[src/hdl/fwg_pkg.sv]
package fwg_pkg;

    // Clock and operation timing
    localparam int CLK_PERIOD_NS = 20;
    localparam int WRITE_TIME_NS = 40000;
    localparam int ERASE_TIME_NS = 10000000;
    localparam int WRITE_CYCLES  =
        (WRITE_TIME_NS + CLK_PERIOD_NS - 1) / CLK_PERIOD_NS;
    localparam int ERASE_CYCLES  =
        (ERASE_TIME_NS + CLK_PERIOD_NS - 1) / CLK_PERIOD_NS;
    localparam int TMR_W         = 20;

    // Key codes and flash values
    localparam logic [7:0]  KEY_FIRST      = 8'hA5;
    localparam logic [7:0]  KEY_SECOND     = 8'hF1;
    localparam logic [7:0]  ERASED_BYTE    = 8'hFF;
    localparam logic [7:0]  LOCK_RESET     = 8'h00;
    localparam logic [15:0] USER_TOP       = 16'h3DFF;
    localparam logic [15:0] LOCK_BYTE_ADDR = 16'h3DFF;
    localparam logic [4:0]  LOCK_PAGE      = 5'h1E;
    localparam int          PAGE_LSB       = 9;
    localparam int          PAGE_MSB       = 13;
    localparam int          FLASH_AW       = 14;

    // Register byte offsets on the bus
    localparam logic [3:0]  REG_KEY_OFS    = 4'h0;
    localparam logic [3:0]  REG_CTRL_OFS   = 4'h4;
    localparam logic [3:0]  REG_STAT_OFS   = 4'h8;

    // Field positions and reset values
    localparam int          CTRL_SWE_BIT   = 0;
    localparam int          CTRL_SEE_BIT   = 1;
    localparam int          STAT_BUSY_BIT  = 8;
    localparam logic        CTRL_RESET     = 1'h0;

    // Lock state codes as read back
    localparam logic [1:0]  KS_LOCKED      = 2'h0;
    localparam logic [1:0]  KS_FIRST       = 2'h1;
    localparam logic [1:0]  KS_OPEN        = 2'h2;
    localparam logic [1:0]  KS_DEAD        = 2'h3;

    typedef enum logic [3:0] {
        KY_LOCKED = 4'b0001,
        KY_FIRST  = 4'b0010,
        KY_OPEN   = 4'b0100,
        KY_DEAD   = 4'b1000
    } fwg_key_t;

    typedef enum logic [6:0] {
        ST_BOOT  = 7'b0000001,
        ST_BOOTW = 7'b0000010,
        ST_IDLE  = 7'b0000100,
        ST_CODE  = 7'b0001000,
        ST_PREAD = 7'b0010000,
        ST_PROG  = 7'b0100000,
        ST_ERASE = 7'b1000000
    } fwg_seq_t;

    // Store request, also used for data RAM writes
    typedef struct packed {
        logic        req;
        logic [15:0] addr;
        logic [7:0]  data;
    } fwg_store_t;

    // Address-only request: code fetch, data load
    typedef struct packed {
        logic        req;
        logic [15:0] addr;
    } fwg_fetch_t;

    // Command to the flash array
    typedef struct packed {
        logic                rd;
        logic                prog;
        logic                erase;
        logic [FLASH_AW-1:0] addr;
        logic [7:0]          wdata;
    } fwg_flash_cmd_t;

endpackage

[src/hdl/fwg_top.sv]
module fwg_top
    import fwg_pkg::*;
#(
    parameter int unsigned ERASE_CYCLES_P = ERASE_CYCLES // Erase cycles
) (
    input  wire logic        ref_clk,     // 50 MHz system clock
    input  wire logic        srst,        // Sync reset, active high
    input  wire logic        wb_cyc_i,    // Wishbone cycle
    input  wire logic        wb_stb_i,    // Wishbone strobe
    input  wire logic        wb_we_i,     // Wishbone write
    input  wire logic [3:0]  wb_adr_i,    // Byte address
    input  wire logic [3:0]  wb_sel_i,    // Byte selects
    input  wire logic [31:0] wb_dat_i,    // Write data
    output logic      [31:0] wb_dat_o,    // Read data
    output logic             wb_ack_o,    // Acknowledge
    input  fwg_store_t       st_i,        // Processor store
    output logic             st_ack_o,    // Store done pulse
    input  fwg_fetch_t       cd_i,        // Code-space read
    output logic             cd_ack_o,    // Code read done
    output logic      [7:0]  cd_data_o,   // Code read byte
    input  fwg_fetch_t       ld_i,        // Data load
    input  wire logic [15:0] exec_pc_i,   // Executing address
    output logic             stall_o,     // Hold processor
    output fwg_store_t       ram_wr_o,    // Data RAM write
    output fwg_fetch_t       ram_rd_o,    // Data RAM read
    output fwg_flash_cmd_t   fl_o,        // Flash array command
    input  wire logic [7:0]  fl_rdata_i,  // Flash read byte
    output logic             ferr_rst_o   // Flash error reset
);

    fwg_key_t         key_reg;
    fwg_seq_t         st_reg;
    logic             swe_reg;
    logic             see_reg;
    logic [7:0]       lock_reg;
    logic [7:0]       op_data_reg;
    logic             rd_ph_reg;
    logic             wb_hit;
    logic             wb_wr;
    logic             key_wr;
    logic             st_take;
    logic             cd_take;
    logic             flash_st;
    logic             bad_try;
    logic             st_ok;
    logic             cd_ok;
    logic             op_go;
    logic             sec_fail;
    logic             rd_last;
    logic             op_end;
    logic             tmr_start;
    logic [TMR_W-1:0] tmr_count;
    logic             tmr_busy;
    logic             tmr_done;
    logic [31:0]      rd_word;
    logic [1:0]       key_code;

    // Page locked by count; the lock page also by any cleared lock bit
    function automatic logic page_lock(
        input logic [4:0] pg,
        input logic [7:0] lb
    );
        page_lock = ({3'h0, pg} < ~lb) ||
                    ((lb != ERASED_BYTE) && (pg == LOCK_PAGE));
    endfunction

    // Access check against reserved area and lock pages
    function automatic logic access_ok(
        input logic [15:0] a,
        input logic        erase,
        input logic [15:0] pc,
        input logic [7:0]  lb
    );
        logic tgt;
        logic own;
        tgt = page_lock(a[PAGE_MSB:PAGE_LSB], lb);
        own = (pc <= USER_TOP) && page_lock(pc[PAGE_MSB:PAGE_LSB], lb);
        if (a > USER_TOP) begin
            access_ok = 1'b0;
        end else if (!tgt) begin
            access_ok = 1'b1;
        end else if (!own) begin
            access_ok = 1'b0;
        end else if (erase && (a[PAGE_MSB:PAGE_LSB] == LOCK_PAGE)) begin
            access_ok = 1'b0;
        end else begin
            access_ok = 1'b1;
        end
    endfunction

    // Bus decode
    assign wb_hit = wb_cyc_i && wb_stb_i && !wb_ack_o;
    assign wb_wr  = wb_hit && wb_we_i && wb_sel_i[0];
    assign key_wr = wb_wr && (wb_adr_i == REG_KEY_OFS);

    // Request acceptance, stores before code reads
    assign st_take  = (st_reg == ST_IDLE) && st_i.req && !st_ack_o;
    assign cd_take  = (st_reg == ST_IDLE) && cd_i.req && !cd_ack_o &&
                      !st_take;
    assign flash_st = st_take && swe_reg;
    assign bad_try  = flash_st && (key_reg != KY_OPEN);
    assign st_ok    = access_ok(st_i.addr, see_reg, exec_pc_i, lock_reg);
    assign cd_ok    = access_ok(cd_i.addr, 1'b0, exec_pc_i, lock_reg);
    assign op_go    = flash_st && (key_reg == KY_OPEN) && st_ok;
    assign sec_fail = (flash_st && (key_reg == KY_OPEN) && !st_ok) ||
                      (cd_take && !cd_ok);

    // Second cycle of a flash read, and end of a timed operation
    assign rd_last = rd_ph_reg &&
                     ((st_reg == ST_BOOTW) || (st_reg == ST_CODE) ||
                      (st_reg == ST_PREAD));
    assign op_end  = tmr_done &&
                     ((st_reg == ST_PROG) || (st_reg == ST_ERASE));

    // Timer load: erase at acceptance, program after old byte read
    assign tmr_start = (op_go && see_reg) ||
                       (rd_last && (st_reg == ST_PREAD));
    assign tmr_count = (st_reg == ST_PREAD) ? TMR_W'(WRITE_CYCLES) :
                       TMR_W'(ERASE_CYCLES_P);

    fwg_cycle_timer #(
        .W       (TMR_W)
    ) u_timer (
        .ref_clk (ref_clk),
        .srst    (srst),
        .start   (tmr_start),
        .count   (tmr_count),
        .busy    (tmr_busy),
        .done    (tmr_done)
    );

    // Operation sequencer and flash command port
    always_ff @(posedge ref_clk) begin
        if (srst) begin
            st_reg      <= ST_BOOT;
            rd_ph_reg   <= 1'b0;
            op_data_reg <= 8'h00;
            fl_o        <= '0;
        end else begin
            fl_o.rd    <= 1'b0;
            fl_o.prog  <= 1'b0;
            fl_o.erase <= 1'b0;
            case (st_reg)
                ST_BOOT: begin
                    fl_o.rd   <= 1'b1;
                    fl_o.addr <= LOCK_BYTE_ADDR[FLASH_AW-1:0];
                    rd_ph_reg <= 1'b0;
                    st_reg    <= ST_BOOTW;
                end
                ST_BOOTW, ST_CODE: begin
                    rd_ph_reg <= !rd_ph_reg;
                    if (rd_ph_reg) begin
                        st_reg <= ST_IDLE;
                    end
                end
                ST_IDLE: begin
                    rd_ph_reg <= 1'b0;
                    if (op_go) begin
                        fl_o.addr <= st_i.addr[FLASH_AW-1:0];
                        if (see_reg) begin
                            fl_o.erase <= 1'b1;
                            st_reg     <= ST_ERASE;
                        end else begin
                            fl_o.rd     <= 1'b1;
                            op_data_reg <= st_i.data;
                            st_reg      <= ST_PREAD;
                        end
                    end else if (cd_take && cd_ok) begin
                        fl_o.rd   <= 1'b1;
                        fl_o.addr <= cd_i.addr[FLASH_AW-1:0];
                        st_reg    <= ST_CODE;
                    end
                end
                ST_PREAD: begin
                    rd_ph_reg <= !rd_ph_reg;
                    if (rd_ph_reg) begin
                        fl_o.prog  <= 1'b1;
                        fl_o.wdata <= fl_rdata_i & op_data_reg;
                        st_reg     <= ST_PROG;
                    end
                end
                ST_PROG, ST_ERASE: begin
                    if (tmr_done) begin
                        st_reg <= ST_IDLE;
                    end
                end
                default: begin
                    st_reg <= ST_IDLE;
                end
            endcase
        end
    end

    // Processor stall from boot and accepted op until completion
    always_ff @(posedge ref_clk) begin
        if (srst) begin
            stall_o <= 1'b1;
        end else if (op_go) begin
            stall_o <= 1'b1;
        end else if (op_end || (rd_last && (st_reg == ST_BOOTW))) begin
            stall_o <= 1'b0;
        end
    end

    // Store answers and data RAM write routing
    always_ff @(posedge ref_clk) begin
        if (srst) begin
            st_ack_o <= 1'b0;
            ram_wr_o <= '0;
        end else begin
            st_ack_o     <= 1'b0;
            ram_wr_o.req <= 1'b0;
            if (st_take && !swe_reg) begin
                ram_wr_o <= '{req: 1'b1, addr: st_i.addr,
                              data: st_i.data};
                st_ack_o <= 1'b1;
            end else if (flash_st && !op_go) begin
                st_ack_o <= 1'b1;
            end else if (op_end) begin
                st_ack_o <= 1'b1;
            end
        end
    end

    // Code-space read answers
    always_ff @(posedge ref_clk) begin
        if (srst) begin
            cd_ack_o  <= 1'b0;
            cd_data_o <= 8'h00;
        end else begin
            cd_ack_o <= 1'b0;
            if (cd_take && !cd_ok) begin
                cd_ack_o  <= 1'b1;
                cd_data_o <= ERASED_BYTE;
            end else if (rd_last && (st_reg == ST_CODE)) begin
                cd_ack_o  <= 1'b1;
                cd_data_o <= fl_rdata_i;
            end
        end
    end

    // Data loads always go to data RAM
    always_ff @(posedge ref_clk) begin
        if (srst) begin
            ram_rd_o <= '0;
        end else begin
            ram_rd_o <= ld_i;
        end
    end

    // Flash error reset request pulse
    always_ff @(posedge ref_clk) begin
        if (srst) begin
            ferr_rst_o <= 1'b0;
        end else begin
            ferr_rst_o <= sec_fail;
        end
    end

    // Lock byte copy, loaded at boot, tracks writes to it
    always_ff @(posedge ref_clk) begin
        if (srst) begin
            lock_reg <= LOCK_RESET;
        end else if (rd_last && (st_reg == ST_BOOTW)) begin
            lock_reg <= fl_rdata_i;
        end else if (rd_last && (st_reg == ST_PREAD) &&
                     (fl_o.addr == LOCK_BYTE_ADDR[FLASH_AW-1:0])) begin
            lock_reg <= fl_rdata_i & op_data_reg;
        end
    end

    // Key sequence state; disabled state holds until reset
    always_ff @(posedge ref_clk) begin
        if (srst) begin
            key_reg <= KY_LOCKED;
        end else if (key_reg == KY_DEAD) begin
            key_reg <= KY_DEAD;
        end else if (bad_try) begin
            key_reg <= KY_DEAD;
        end else if (key_wr) begin
            case (key_reg)
                KY_LOCKED: begin
                    key_reg <= (wb_dat_i[7:0] == KEY_FIRST) ?
                               KY_FIRST : KY_DEAD;
                end
                KY_FIRST: begin
                    key_reg <= (wb_dat_i[7:0] == KEY_SECOND) ?
                               KY_OPEN : KY_DEAD;
                end
                default: begin
                    key_reg <= KY_DEAD;
                end
            endcase
        end else if (op_go) begin
            key_reg <= KY_LOCKED;
        end
    end

    // Store control bits, changed only by software
    always_ff @(posedge ref_clk) begin
        if (srst) begin
            swe_reg <= CTRL_RESET;
            see_reg <= CTRL_RESET;
        end else if (wb_wr && (wb_adr_i == REG_CTRL_OFS)) begin
            swe_reg <= wb_dat_i[CTRL_SWE_BIT];
            see_reg <= wb_dat_i[CTRL_SEE_BIT];
        end
    end

    // Two-bit lock state code
    always_comb begin
        case (key_reg)
            KY_LOCKED: key_code = KS_LOCKED;
            KY_FIRST:  key_code = KS_FIRST;
            KY_OPEN:   key_code = KS_OPEN;
            default:   key_code = KS_DEAD;
        endcase
    end

    // Register read multiplexer, unmapped reads zero
    always_comb begin
        rd_word = 32'h0000_0000;
        case (wb_adr_i)
            REG_KEY_OFS: begin
                rd_word[1:0] = key_code;
            end
            REG_CTRL_OFS: begin
                rd_word[CTRL_SWE_BIT] = swe_reg;
                rd_word[CTRL_SEE_BIT] = see_reg;
            end
            REG_STAT_OFS: begin
                rd_word[7:0]          = lock_reg;
                rd_word[STAT_BUSY_BIT] = tmr_busy;
            end
            default: begin
                rd_word = 32'h0000_0000;
            end
        endcase
    end

    // Wishbone answer one cycle after the strobe
    always_ff @(posedge ref_clk) begin
        if (srst) begin
            wb_ack_o <= 1'b0;
            wb_dat_o <= 32'h0000_0000;
        end else begin
            wb_ack_o <= wb_hit;
            if (wb_hit && !wb_we_i) begin
                wb_dat_o <= rd_word;
            end
        end
    end

endmodule // fwg_top

[src/hdl/fwg_cycle_timer.sv]
module fwg_cycle_timer
    import fwg_pkg::*;
#(
    parameter int W = TMR_W                 // Counter width
) (
    input  wire logic         ref_clk,      // System clock
    input  wire logic         srst,         // Sync reset
    input  wire logic         start,        // Load and run
    input  wire logic [W-1:0] count,        // Cycles to run
    output logic              busy,         // Counting
    output logic              done          // End pulse
);

    logic [W-1:0] cnt_reg;

    // Down counter, done one cycle after the last count
    always_ff @(posedge ref_clk) begin
        if (srst) begin
            cnt_reg <= '0;
            busy    <= 1'b0;
            done    <= 1'b0;
        end else begin
            done <= 1'b0;
            if (start) begin
                cnt_reg <= count;
                busy    <= 1'b1;
            end else if (busy) begin
                if (cnt_reg <= W'(1)) begin
                    busy <= 1'b0;
                    done <= 1'b1;
                end
                cnt_reg <= cnt_reg - W'(1);
            end
        end
    end

endmodule // fwg_cycle_timer

[config.mk]
export PLATFORM = sky130hd
export DESIGN_NAME = fwg_top
export DESIGN_NICKNAME = d
export VERILOG_FILES = /design/src/hdl/fwg_pkg.sv /design/src/hdl/fwg_top.sv /design/src/hdl/fwg_cycle_timer.sv
export SDC_FILE = /design/constraint.sdc
export NUM_CORES = 1
export LEC_CHECK = 0
export BUFFER_PORTS_ARGS = -buffer_cell sky130_fd_sc_hd__buf_2
export CORE_MARGIN = 1
export CORE_UTILIZATION = 49
export DETAILED_ROUTE_END_ITERATION = 6
export GPL_TIMING_DRIVEN = 1
export PLACE_DENSITY = 0.78
export SETUP_SLACK_MARGIN = 0.4
export SYNTH_ARGS = -nofsm -noshare
export SYNTH_HDL_FRONTEND = slang
export SYNTH_SLANG_ARGS = --single-unit
[constraint.sdc]
create_clock -name ref_clk -period 3.35 [get_ports ref_clk]
set_input_delay 0.335 -clock ref_clk [delete_from_list [all_inputs] [get_ports ref_clk]]
set_output_delay 0.335 -clock ref_clk [all_outputs]
set_load 0.01 [all_outputs]
==> results of run 1 <==
-- repair_timing --
| item | in CTS | in global routing |
|---|---|---|
| gates cloned | 0 | 0 |
| pin swaps | 1 | 0 |
| buffers inserted | 2 | 0 |
| resized for setup | 2 | 3 |
| setup endpoints to repair | 19 | 10 |
-- where the power goes --
| group | internal, W | switching (W) | leakage [nW] |
|---|---|---|---|
| registers | 0.00173 | 0.0000330 | 1.15 |
| logic | 0.000148 | 0.000214 | 1.99 |
| clock network | 0.00126 | 0.000698 | 0.293 |
| total | 0.00314 | 0.000945 | 3.43 |
-- per-layer routing --
metal	up-vias	track usage (%)	part of all wire (%)
met5	-	0	0
met4	0	10.48	2.2
met3	25	5.430	5.4
met2	188	42.73	48
met1	2830	29.82	44
li1	2940	-	-
-- stage by stage --
step	utilization (%)	cell area, um2	hold slack [ns]
2_1_floorplan	-	6372	0.4574
3_3_place_gp	57.66	7247	0.4376
3_5_place_dp	57.66	7247	0.4399
4_1_cts	62.71	7881	0.1162
5_1_grt	62.86	7900	0.1219
6_report	62.86	7900	0.1284
-- worst paths after layout --
kind,to,slack [ns],cells past startpoint
worst min register to register,fl_o[5],0.45,2
worst min-delay path,ram_rd_o[12],0.13,2
worst max register to register,fl_o[8],0.55,7
worst max-delay path,fl_o[8],0.55,7
-- cell usage in the layout (no fill, tap or decap), drive strengths merged, types with 14 or more instances in the layout --
cell type	instances
nand2	103
inv	16
o211ai	14
a21oi	87
nand3	21
dfxtp	141
nor2	86
xnor2	15
nor2b	19
clkbuf	21
conb	23
ha	14
buf	197
o21ai	35
a22oi	15
-- kinds of logic (layout without fill, tap and decap cells) --
group / count (synthesis) / in the layout / synth area share, %
and+or+nand+nor: 308 / 308 / 23.33
AOI/OAI and AO/OA: 181 / 181 / 17.15
other: 1 / 23 / 0.05962
buffers and inverters: 80 / 245 / 6.704
xor gates and xnor gates: 24 / 24 / 3.342
DFF: 141 / 141 / 44.88
adders and majority gates: 14 / 14 / 2.785
muxes: 11 / 11 / 1.751
-- cell type report --
type,instances,area (um2)
multi-input combinational,561,3154
fill,1103,4668
timing repair buffer,197,1031
clock buffer,21,450.4
sequential,141,2823
tap,172,215.2
clock inverter,11,166.4
inverter,16,60.06
-- worst reg2reg max path, stage by stage (launching register included) --
cell	delay, ns
dfxtp_1	0.35
or4_4	0.58
nor4_2	0.33
or4bb_1	0.42
o22a_2	0.33
and3_2	0.34
o21ai_0	0.22
a21oi_1	0.09
==> impl_metrics.json, run 1 <==
{
  "status": "finished with violations",
  "violations": "DRC",
  "cp_slowest_cell": "or4_4",
  "setup_viol": 0,
  "hpwl_mm": 11.85,
  "crit_buf_inv": 0,
  "drv_cap": 0,
  "crit_family": "simple AND/OR/NAND/NOR gates",
  "worst_ep_required_time_ns": 3.62,
  "synthCells": 760,
  "ios": 240,
  "synth_edf_count": 0,
  "max_clock_freq_ghz": 0.3575,
  "wl_per_cell_um": 14.66,
  "synth_cell_types": 57,
  "grt_first_pass_wirelength_mm": 25.27,
  "place_inst": 1085,
  "cellPowerDensity_nw_per_um2": 517.2,
  "tns_ns": 0,
  "grt_pass1_vias": 5175,
  "period_needed_ns": 2.797,
  "yosys-top-cells-count": "141 x dfxtp_1, 103 x nand2_1, 87 x a21oi_1",
  "grt_remaining_overflow": 0,
  "ys_ff_latch": 141,
  "cts_root_buf": "clkbuf_16",
  "report.final.slew_viol_count": 0,
  "h-tree-depth": 4,
  "grt_max_degree": 52,
  "final_cells": 1119,
  "final_antenna_net_count": 0,
  "initial_core_util_pct": 50.04,
  "drt-pass1-iter-count": 7,
  "cts_tree": "built",
  "clkTransAtPathRegs_ns": 0.06,
  "numPortBuffers": 180,
  "grt_setup_unrepaired": "false",
  "via_per_inst": 5.347,
  "cp_max_fo": 16,
  "drt_iter0_drc": 545,
  "cpPeakStageDelay_ns": 0.58,
  "yosysMostFrequentCell": "dfxtp_1",
  "start_kind": "flip-flop",
  "track_usage_pct": 24.80,
  "wl_mm": 16.41,
  "syn_area_per_cell_um2": 8.276,
  "rows": 41,
  "seq_area_frac_synth_pct": 44.88,
  "min_from": "ld_i[12]",
  "p_leak_nw": 3.430,
  "async_reset_ff_share_pct": 0,
  "core_area_um2": 12570,
  "synth_top_area_share_pct": 44.88,
  "clock_skew_ns": 0.005677,
  "hold_viol": 0,
  "synth_area_leaders": "dfxtp_1 45%, a21oi_1 6.9%, nand2_1 6.1%",
  "finalCritPeriodShare_pct": 83.49,
  "die_w_um": 115.3,
  "crit_path_end_kind": "flip-flop",
  "drive_gt1_share_pct": 25.24,
  "syn_area_um2": 6290,
  "clock_latency_ns": 0.42,
  "worst_slack_ns": 0.5531,
  "finalPower_w": 0.004086,
  "syn_to_final_growth_pct": 25.60,
  "yosys_warnings": 0,
  "yosysTopAreaCell": "dfxtp_1",
  "critPathArrivalTime_ns": 3.07,
  "vdd_ir_drop_max_v": 0.0003226,
  "synthFlopType": "dfxtp_1",
  "die_h_um": 115.3,
  "vias": 5983,
  "hold_path_class": "primary input to flip-flop",
  "critical_path_class": "flip-flop to flip-flop",
  "cp_cell_sequence": "or4_4, nor4_2, or4bb_1, o22a_2, and3_2, o21ai_0, a21oi_1",
  "dieArea_um2": 13290,
  "cp-startpoint": "st_reg[1]",
  "gp_congestion": 0.8817,
  "diodes": 0,
  "ctsLongestPathBuffers": 2,
  "cts_buffers": 17,
  "drc": 2,
  "final_nets": 1076,
  "r2r_start": "st_reg[1]",
  "antenna_found_initial": 0,
  "clock-sinks": 141,
  "cts.hold.buffers_added": 0,
  "worstMarginPinSlew_ns": 0.6706,
  "max_slew_margin_pct": 54.95,
  "post-place-ws_ns": 0.3137
}
No activity file was read; power rests on OpenSTA's default activity.
==> inputs of run 2 (changes only) <==
--- a/config.mk
+++ b/config.mk
@@ -7,10 +7,10 @@
 export LEC_CHECK = 0
 export BUFFER_PORTS_ARGS = -buffer_cell sky130_fd_sc_hd__buf_2
 export CORE_MARGIN = 1
-export CORE_UTILIZATION = 49
+export CORE_UTILIZATION = 44
 export DETAILED_ROUTE_END_ITERATION = 6
 export GPL_TIMING_DRIVEN = 1
-export PLACE_DENSITY = 0.78
+export PLACE_DENSITY = 0.74
 export SETUP_SLACK_MARGIN = 0.4
 export SYNTH_ARGS = -nofsm -noshare
 export SYNTH_HDL_FRONTEND = slang
==> constraint.sdc (replaced) <==
create_clock -name ref_clk -period 2.25 [get_ports ref_clk]
set_input_delay 0.225 -clock ref_clk [delete_from_list [all_inputs] [get_ports ref_clk]]
set_output_delay 0.225 -clock ref_clk [all_outputs]
set_load 0.01 [all_outputs]
==> run 2 against run 1 <==
Core utilization increased by 3.9 points. Non-clock buffer count up 80. Cell area rose by 18%. Combinational power increased by 97%. Critical path type unchanged. Largest cell class unchanged. Sequential share of layout area is 5.2 points lower. The flow finishes with violations (setup timing).
==> impl_metrics.json, run 2 (same netlist as run 1, synthesis figures left out) <==
{
  "final_antenna_net_count": 0,
  "report.final.slew_viol_count": 0,
  "max_slew_margin_pct": 53.99,
  "finalCritPeriodShare_pct": 116.3,
  "die_h_um": 121.6,
  "final_nets": 1158,
  "p_leak_nw": 3.966,
  "core_area_um2": 13930,
  "p_switching_w": 0.001517,
  "vias": 6564,
  "hpwl_mm": 13.14,
  "vdd_ir_drop_max_v": 0.0005467,
  "dieArea_um2": 14780,
  "worst_ep_required_time_ns": 2.57,
  "ctsLongestPathBuffers": 2,
  "drc": 0,
  "cts_tree": "built",
  "gp_congestion": 0.8602,
  "r2r_start": "st_reg[6]",
  "drt_iter0_drc": 479,
  "clock-sinks": 141,
  "violations": "setup timing",
  "grt_max_degree": 63,
  "clock_latency_ns": 0.42,
  "final_cells": 1210,
  "place_inst": 1154,
  "worst_slack_ns": -0.3660,
  "wl_per_cell_um": 16.52,
  "cts_root_buf": "clkbuf_16",
  "min_from": "ld_i[1]",
  "clock_skew_ns": 0.009554,
  "final_cell_mix": "179 x buf_2, 135 x dfxtp_1, 100 x nand2_1, 75 x nor2_1, 72 x buf_4",
  "start_kind": "flip-flop",
  "hold_path_end": "ram_rd_o[1]",
  "setup_viol": 78,
  "p_seq_share_pct": 43.8,
  "ff2ff_setup_slack_ns": -0.37,
  "drv_cap": 0,
  "antenna_found_initial": 1,
  "cp_max_fo": 5,
  "combPwrFrac_pct": 12.0,
  "h-tree-depth": 4,
  "grt_first_pass_wirelength_mm": 29.59,
  "critPathArrivalTime_ns": 2.93,
  "crit_path_end_kind": "flip-flop",
  "clkPwrFrac_pct": 44.3,
  "wl_mm": 19.99,
  "rr_endpoint": "u_timer.cnt_reg[8]",
  "r2r_cells": 8,
  "finalPower_w": 0.005974,
  "grt_remaining_overflow": 0,
  "initial_core_util_pct": 45.14,
  "critical_path_class": "flip-flop to flip-flop",
  "syn_to_final_growth_pct": 48.00,
  "hold_path_class": "primary input to flip-flop",
  "ios": 240,
  "worstMarginPinSlew_ns": 0.6884,
  "hold_viol": 0,
  "track_usage_pct": 25.85,
  "grt_pass1_vias": 5948,
  "clkTransAtPathRegs_ns": 0.06,
  "rows": 43,
  "grt_setup_unrepaired": "true",
  "die_w_um": 121.6,
  "status": "finished with violations",
  "utilization_pct": 66.80,
  "p_int_w": 0.004458,
  "dpl_cell_area_um2": 7884,
  "cellPowerDensity_nw_per_um2": 641.8,
  "period_needed_ns": 2.616,
  "drt-pass1-iter-count": 5,
  "mostFrequentLayoutCell": "buf_2",
  "via_per_inst": 5.425,
  "hold_path_depth": 2,
  "fin_area_um2": 9309,
  "fillCellCount": 1100,
  "cts_buffers": 17,
  "numPortBuffers": 180,
  "drive_gt1_share_pct": 41.89,
  "swShare_pct": 25.39,
  "max_clock_freq_ghz": 0.3823
}
==> run 2: changes by cell type in the layout (fill, tap and decap cells not counted), moves of 9 or more <==
cell and delta:
o21ai_0 -22, buf_4 +54, buf_6 +13, nand3_1 -11, nor2_1 -11, a21oi_1 -38
o21ai_1 +13, a21oi_2 +37, o21ai_2 +9
==> run 2: per-stage QoR <==
stage | setup WS [ns] | setup TNS (ns) | hold WS (ns)
6_report | -0.3660 | -14.14 | 0.01593
3_3_place_gp | -0.3516 | -13.95 | 0.4311
2_1_floorplan | -0.2461 | -6.735 | 0.3532
3_5_place_dp | -0.3956 | -15.77 | 0.4382
4_1_cts | -0.2594 | -8.283 | 0.004596
5_1_grt | -0.4255 | -20.00 | 0.01002
==> run 2: per-layer routing <==
layer / routed length [um] / GRT usage [%]
met1: 8600 / 33.76
met3: 1406 / 6.133
met2: 9387 / 41.69
met5: 0 / 0
met4: 593 / 8.873
==> run 2: how the worst max path moves through the flow <==
stage                     startpoint                  to  cells past startpoint
final                      st_reg[6]  u_timer.cnt_reg[8]                      8
after global routing       st_reg[6]             fl_o[9]                      8
after CTS                  st_reg[6]            fl_o[15]                      8
after detailed placement   st_reg[6]  u_timer.cnt_reg[1]                      8
after global placement     st_reg[6]  u_timer.cnt_reg[1]                      8
after floorplan            st_reg[6]            fl_o[10]                      9
==> run 2: repair_timing <==
action	4_1_cts	5_1_grt
hold buffers	2	0
gates resized for setup	72	91
cloned	2	1
buffers inserted	6	12
hold endpoints to repair	2	0
setup endpoints to repair	111	107
pin swaps	25	39
==> run 2: area by class of cell <==
type,count,area [um2],area share [%]
multi-input combinational,563,3811,40.94
antenna,1,2.502,0.02688
sequential,141,2838,30.48
tap,180,225.2,2.419
clock inverter,11,93.84,1.008
clock buffer,21,460.4,4.946
timing repair buffer,277,1818,19.53
inverter,16,60.06,0.6452
==> run 2: power groups by stage <==
stage,combinational [W],clock (W),sequential (W)
detailed placement,0.000614,0,0.00267
finish,0.000714,0.00265,0.00261
CTS,0.000662,0.00267,0.00261
global route,0.000774,0.00278,0.00262
global placement,0.000606,0,0.00267
floorplan,0.000308,0,0.00271
==> run 2: critical path, cell delays in order (launching register included) <==
cell	delay, ns
dfxtp_2	0.32
or4_4	0.56
nor4_4	0.27
or4bb_1	0.44
o22a_4	0.25
buf_4	0.14
buf_6	0.11
nand2b_4	0.17
a31oi_1	0.26
==> inputs of run 3 (changes only) <==
--- a/config.mk
+++ b/config.mk
@@ -7,10 +7,11 @@
 export LEC_CHECK = 0
 export BUFFER_PORTS_ARGS = -buffer_cell sky130_fd_sc_hd__buf_2
 export CORE_MARGIN = 1
-export CORE_UTILIZATION = 44
+export CORE_UTILIZATION = 50
 export DETAILED_ROUTE_END_ITERATION = 6
+export GPL_ROUTABILITY_DRIVEN = 0
 export GPL_TIMING_DRIVEN = 1
-export PLACE_DENSITY = 0.74
+export PLACE_DENSITY = 0.79
 export SETUP_SLACK_MARGIN = 0.4
 export SYNTH_ARGS = -nofsm -noshare
 export SYNTH_HDL_FRONTEND = slang
==> constraint.sdc (replaced) <==
create_clock -name ref_clk -period 3.3 [get_ports ref_clk]
set_input_delay 0.33 -clock ref_clk [delete_from_list [all_inputs] [get_ports ref_clk]]
set_output_delay 0.33 -clock ref_clk [all_outputs]
set_load 0.01 [all_outputs]
==> run 3 against run 2 <==
The flow now finishes without violations. Count of clock-buffer cells in the layout did not move. Core utilization fell by 1.5 points. Flip-flop and latch count did not move. Die area fell by 12%. Routed wire length fell by 15%. Worst hold slack improved by 0.099 ns. Combinational power fell by 47%. Clock skew fell by 0.0031 ns. Critical path depth fell by 1. Final cell count fell by 7.9%. Power fell by 28%. Clock power fell by 20%. Highest routed layer unchanged.
==> impl_metrics.json, run 3 (same netlist as run 1, synthesis figures left out) <==
{
  "rows": 40,
  "vdd_ir_drop_max_v": 0.0003041,
  "r2r_cells": 7,
  "cp_slowest_cell": "or4_4",
  "track_usage_pct": 26.22,
  "critical_path_class": "flip-flop to flip-flop",
  "rr_endpoint": "fl_o[19]",
  "final_nets": 1075,
  "start_kind": "flip-flop",
  "drt_iter0_drc": 622,
  "period_needed_ns": 2.821,
  "worstMarginPinSlew_ns": 0.6992,
  "hold_path_depth": 2,
  "cp_max_fo": 16,
  "diodes": 0,
  "final_antenna_net_count": 0,
  "drc": 0,
  "max_slew_margin_pct": 53.03,
  "regArea_um2": 2823,
  "status": "finished clean",
  "drv_cap": 0,
  "clock-sinks": 141,
  "post-place-ws_ns": 0.3893,
  "crit_buf_inv": 0,
  "min_from": "ld_i[15]",
  "ctsLongestPathBuffers": 2,
  "final_cell_mix": "179 x buf_2, 141 x dfxtp_1, 103 x nand2_1, 87 x a21oi_1, 86 x nor2_1",
  "clock_skew_ns": 0.006438,
  "ff2ff_setup_slack_ns": 0.48,
  "cts_tree": "built",
  "h-tree-depth": 4,
  "p_leak_nw": 3.457,
  "worst_ep_required_time_ns": 3.60,
  "cp_cell_sequence": "or4_4, nor4_2, or4bb_1, o22a_1, and3_2, o21ai_0, a21oi_1",
  "antenna_found_initial": 0,
  "critPathArrivalTime_ns": 3.12,
  "wl_mm": 16.96,
  "holdWs_ns": 0.1153,
  "finalPower_w": 0.004284,
  "die_h_um": 114.2,
  "worst_slack_ns": 0.4791,
  "grt_first_pass_wirelength_mm": 26.46,
  "ios": 240,
  "max_clock_freq_ghz": 0.3545,
  "cts_buffers": 17,
  "grt_pass1_vias": 5414,
  "drt-pass1-iter-count": 7,
  "grt_remaining_overflow": 0,
  "finalCritPeriodShare_pct": 85.48,
  "cpPeakStageDelay_ns": 0.57,
  "clkTransAtPathRegs_ns": 0.06,
  "drive_gt1_share_pct": 25.37,
  "dieArea_um2": 13030,
  "hpwl_mm": 12.03,
  "setup_viol": 0,
  "fillCellCount": 1060,
  "tns_ns": 0,
  "cellPowerDensity_nw_per_um2": 539.5,
  "final_cells": 1114,
  "via_per_inst": 5.353,
  "crit_family": "simple AND/OR/NAND/NOR gates",
  "report.final.slew_viol_count": 0,
  "r2r_start": "st_reg[3]",
  "multi_input_area_um2": 3154,
  "die_w_um": 114.2,
  "cts_root_buf": "clkbuf_16",
  "mostFrequentLayoutCell": "buf_2",
  "clock_latency_ns": 0.42,
  "cts.hold.buffers_added": 0,
  "crit_path_end_kind": "flip-flop",
  "initial_core_util_pct": 51.72,
  "grt_setup_unrepaired": "true",
  "core_area_um2": 12160,
  "hold_path_end": "ram_rd_o[15]",
  "numPortBuffers": 180,
  "grt_max_degree": 66,
  "wl_per_cell_um": 15.22,
  "vias": 5963,
  "cp-startpoint": "st_reg[3]",
  "hold_viol": 0,
  "syn_to_final_growth_pct": 26.26,
  "place_inst": 1081,
  "hold_path_class": "primary input to flip-flop"
}
-- run 3: cell count changes in the layout (fill, tap and decap cells not counted), moves of 10 or more --
cell     delta
nand3_1    +10
a21oi_2    -37
a21oi_1    +38
buf_4      -56
o21ai_0    +21
o21ai_1    -12
buf_6      -13
nor2_1     +11
-- run 3: layout make-up --
| class | count | share of cell area (%) |
|---|---|---|
| Clock buffer | 21 | 5.924 |
| Inverter | 16 | 0.7563 |
| Timing Repair Buffer | 196 | 13.05 |
| Sequential cell | 141 | 35.54 |
| Clock inverter | 11 | 2.363 |
| Multi-Input combinational cell | 561 | 39.72 |
| Tap cell | 168 | 2.647 |
-- run 3: what timing repair did --
action / in CTS / in global routing
resized for setup: 2 / 4
endpoints found under the setup margin: 11 / 37
pin swaps: 1 / 1
buffers inserted: 0 / 1
-- run 3: stage by stage --
| step | utilization [%] | area (um2) |
|---|---|---|
| 2_1_floorplan | - | 6372 |
| 3_3_place_gp | 59.55 | 7242 |
| 3_5_place_dp | 59.55 | 7242 |
| 4_1_cts | 65.01 | 7906 |
| 5_1_grt | 65.30 | 7941 |
| 6_report | 65.30 | 7941 |
-- run 3: routing by layer --
metal  vias to the layer above  GRT usage [%]  share of wire [%]
met3                        27          6.776                6.0
met2                       216          45.62                 50
met1                      2774          30.93                 42
li1                       2946              -                  -
met5                         -              0                  0
met4                         0          9.957                2.1
-- run 3: how the worst max path moves through the flow --
stage	to	depth (start not counted)	slack, ns
after floorplan	fl_o[11]	10	0.69
final	fl_o[19]	7	0.48
after global placement	u_timer.cnt_reg[1]	7	0.46
after CTS	fl_o[12]	7	0.41
after global routing	op_data_reg[5]	9	0.39
after detailed placement	u_timer.cnt_reg[12]	7	0.39
-- run 3: report_power, final --
part           switching, W  leakage [nW]  internal [W]
Clock              0.000723         0.315       0.00140
Sequential        0.0000322          1.15       0.00176
Combinational      0.000223          2.00      0.000153
Total              0.000978          3.46       0.00331
-- run 3: worst reg2reg max path, stage by stage, from the launching register on --
cell     delay (ns)
dfxtp_1        0.37
or4_4          0.57
nor4_2         0.32
or4bb_1        0.43
o22a_1         0.28
and3_2         0.34
o21ai_0        0.27
a21oi_1        0.11
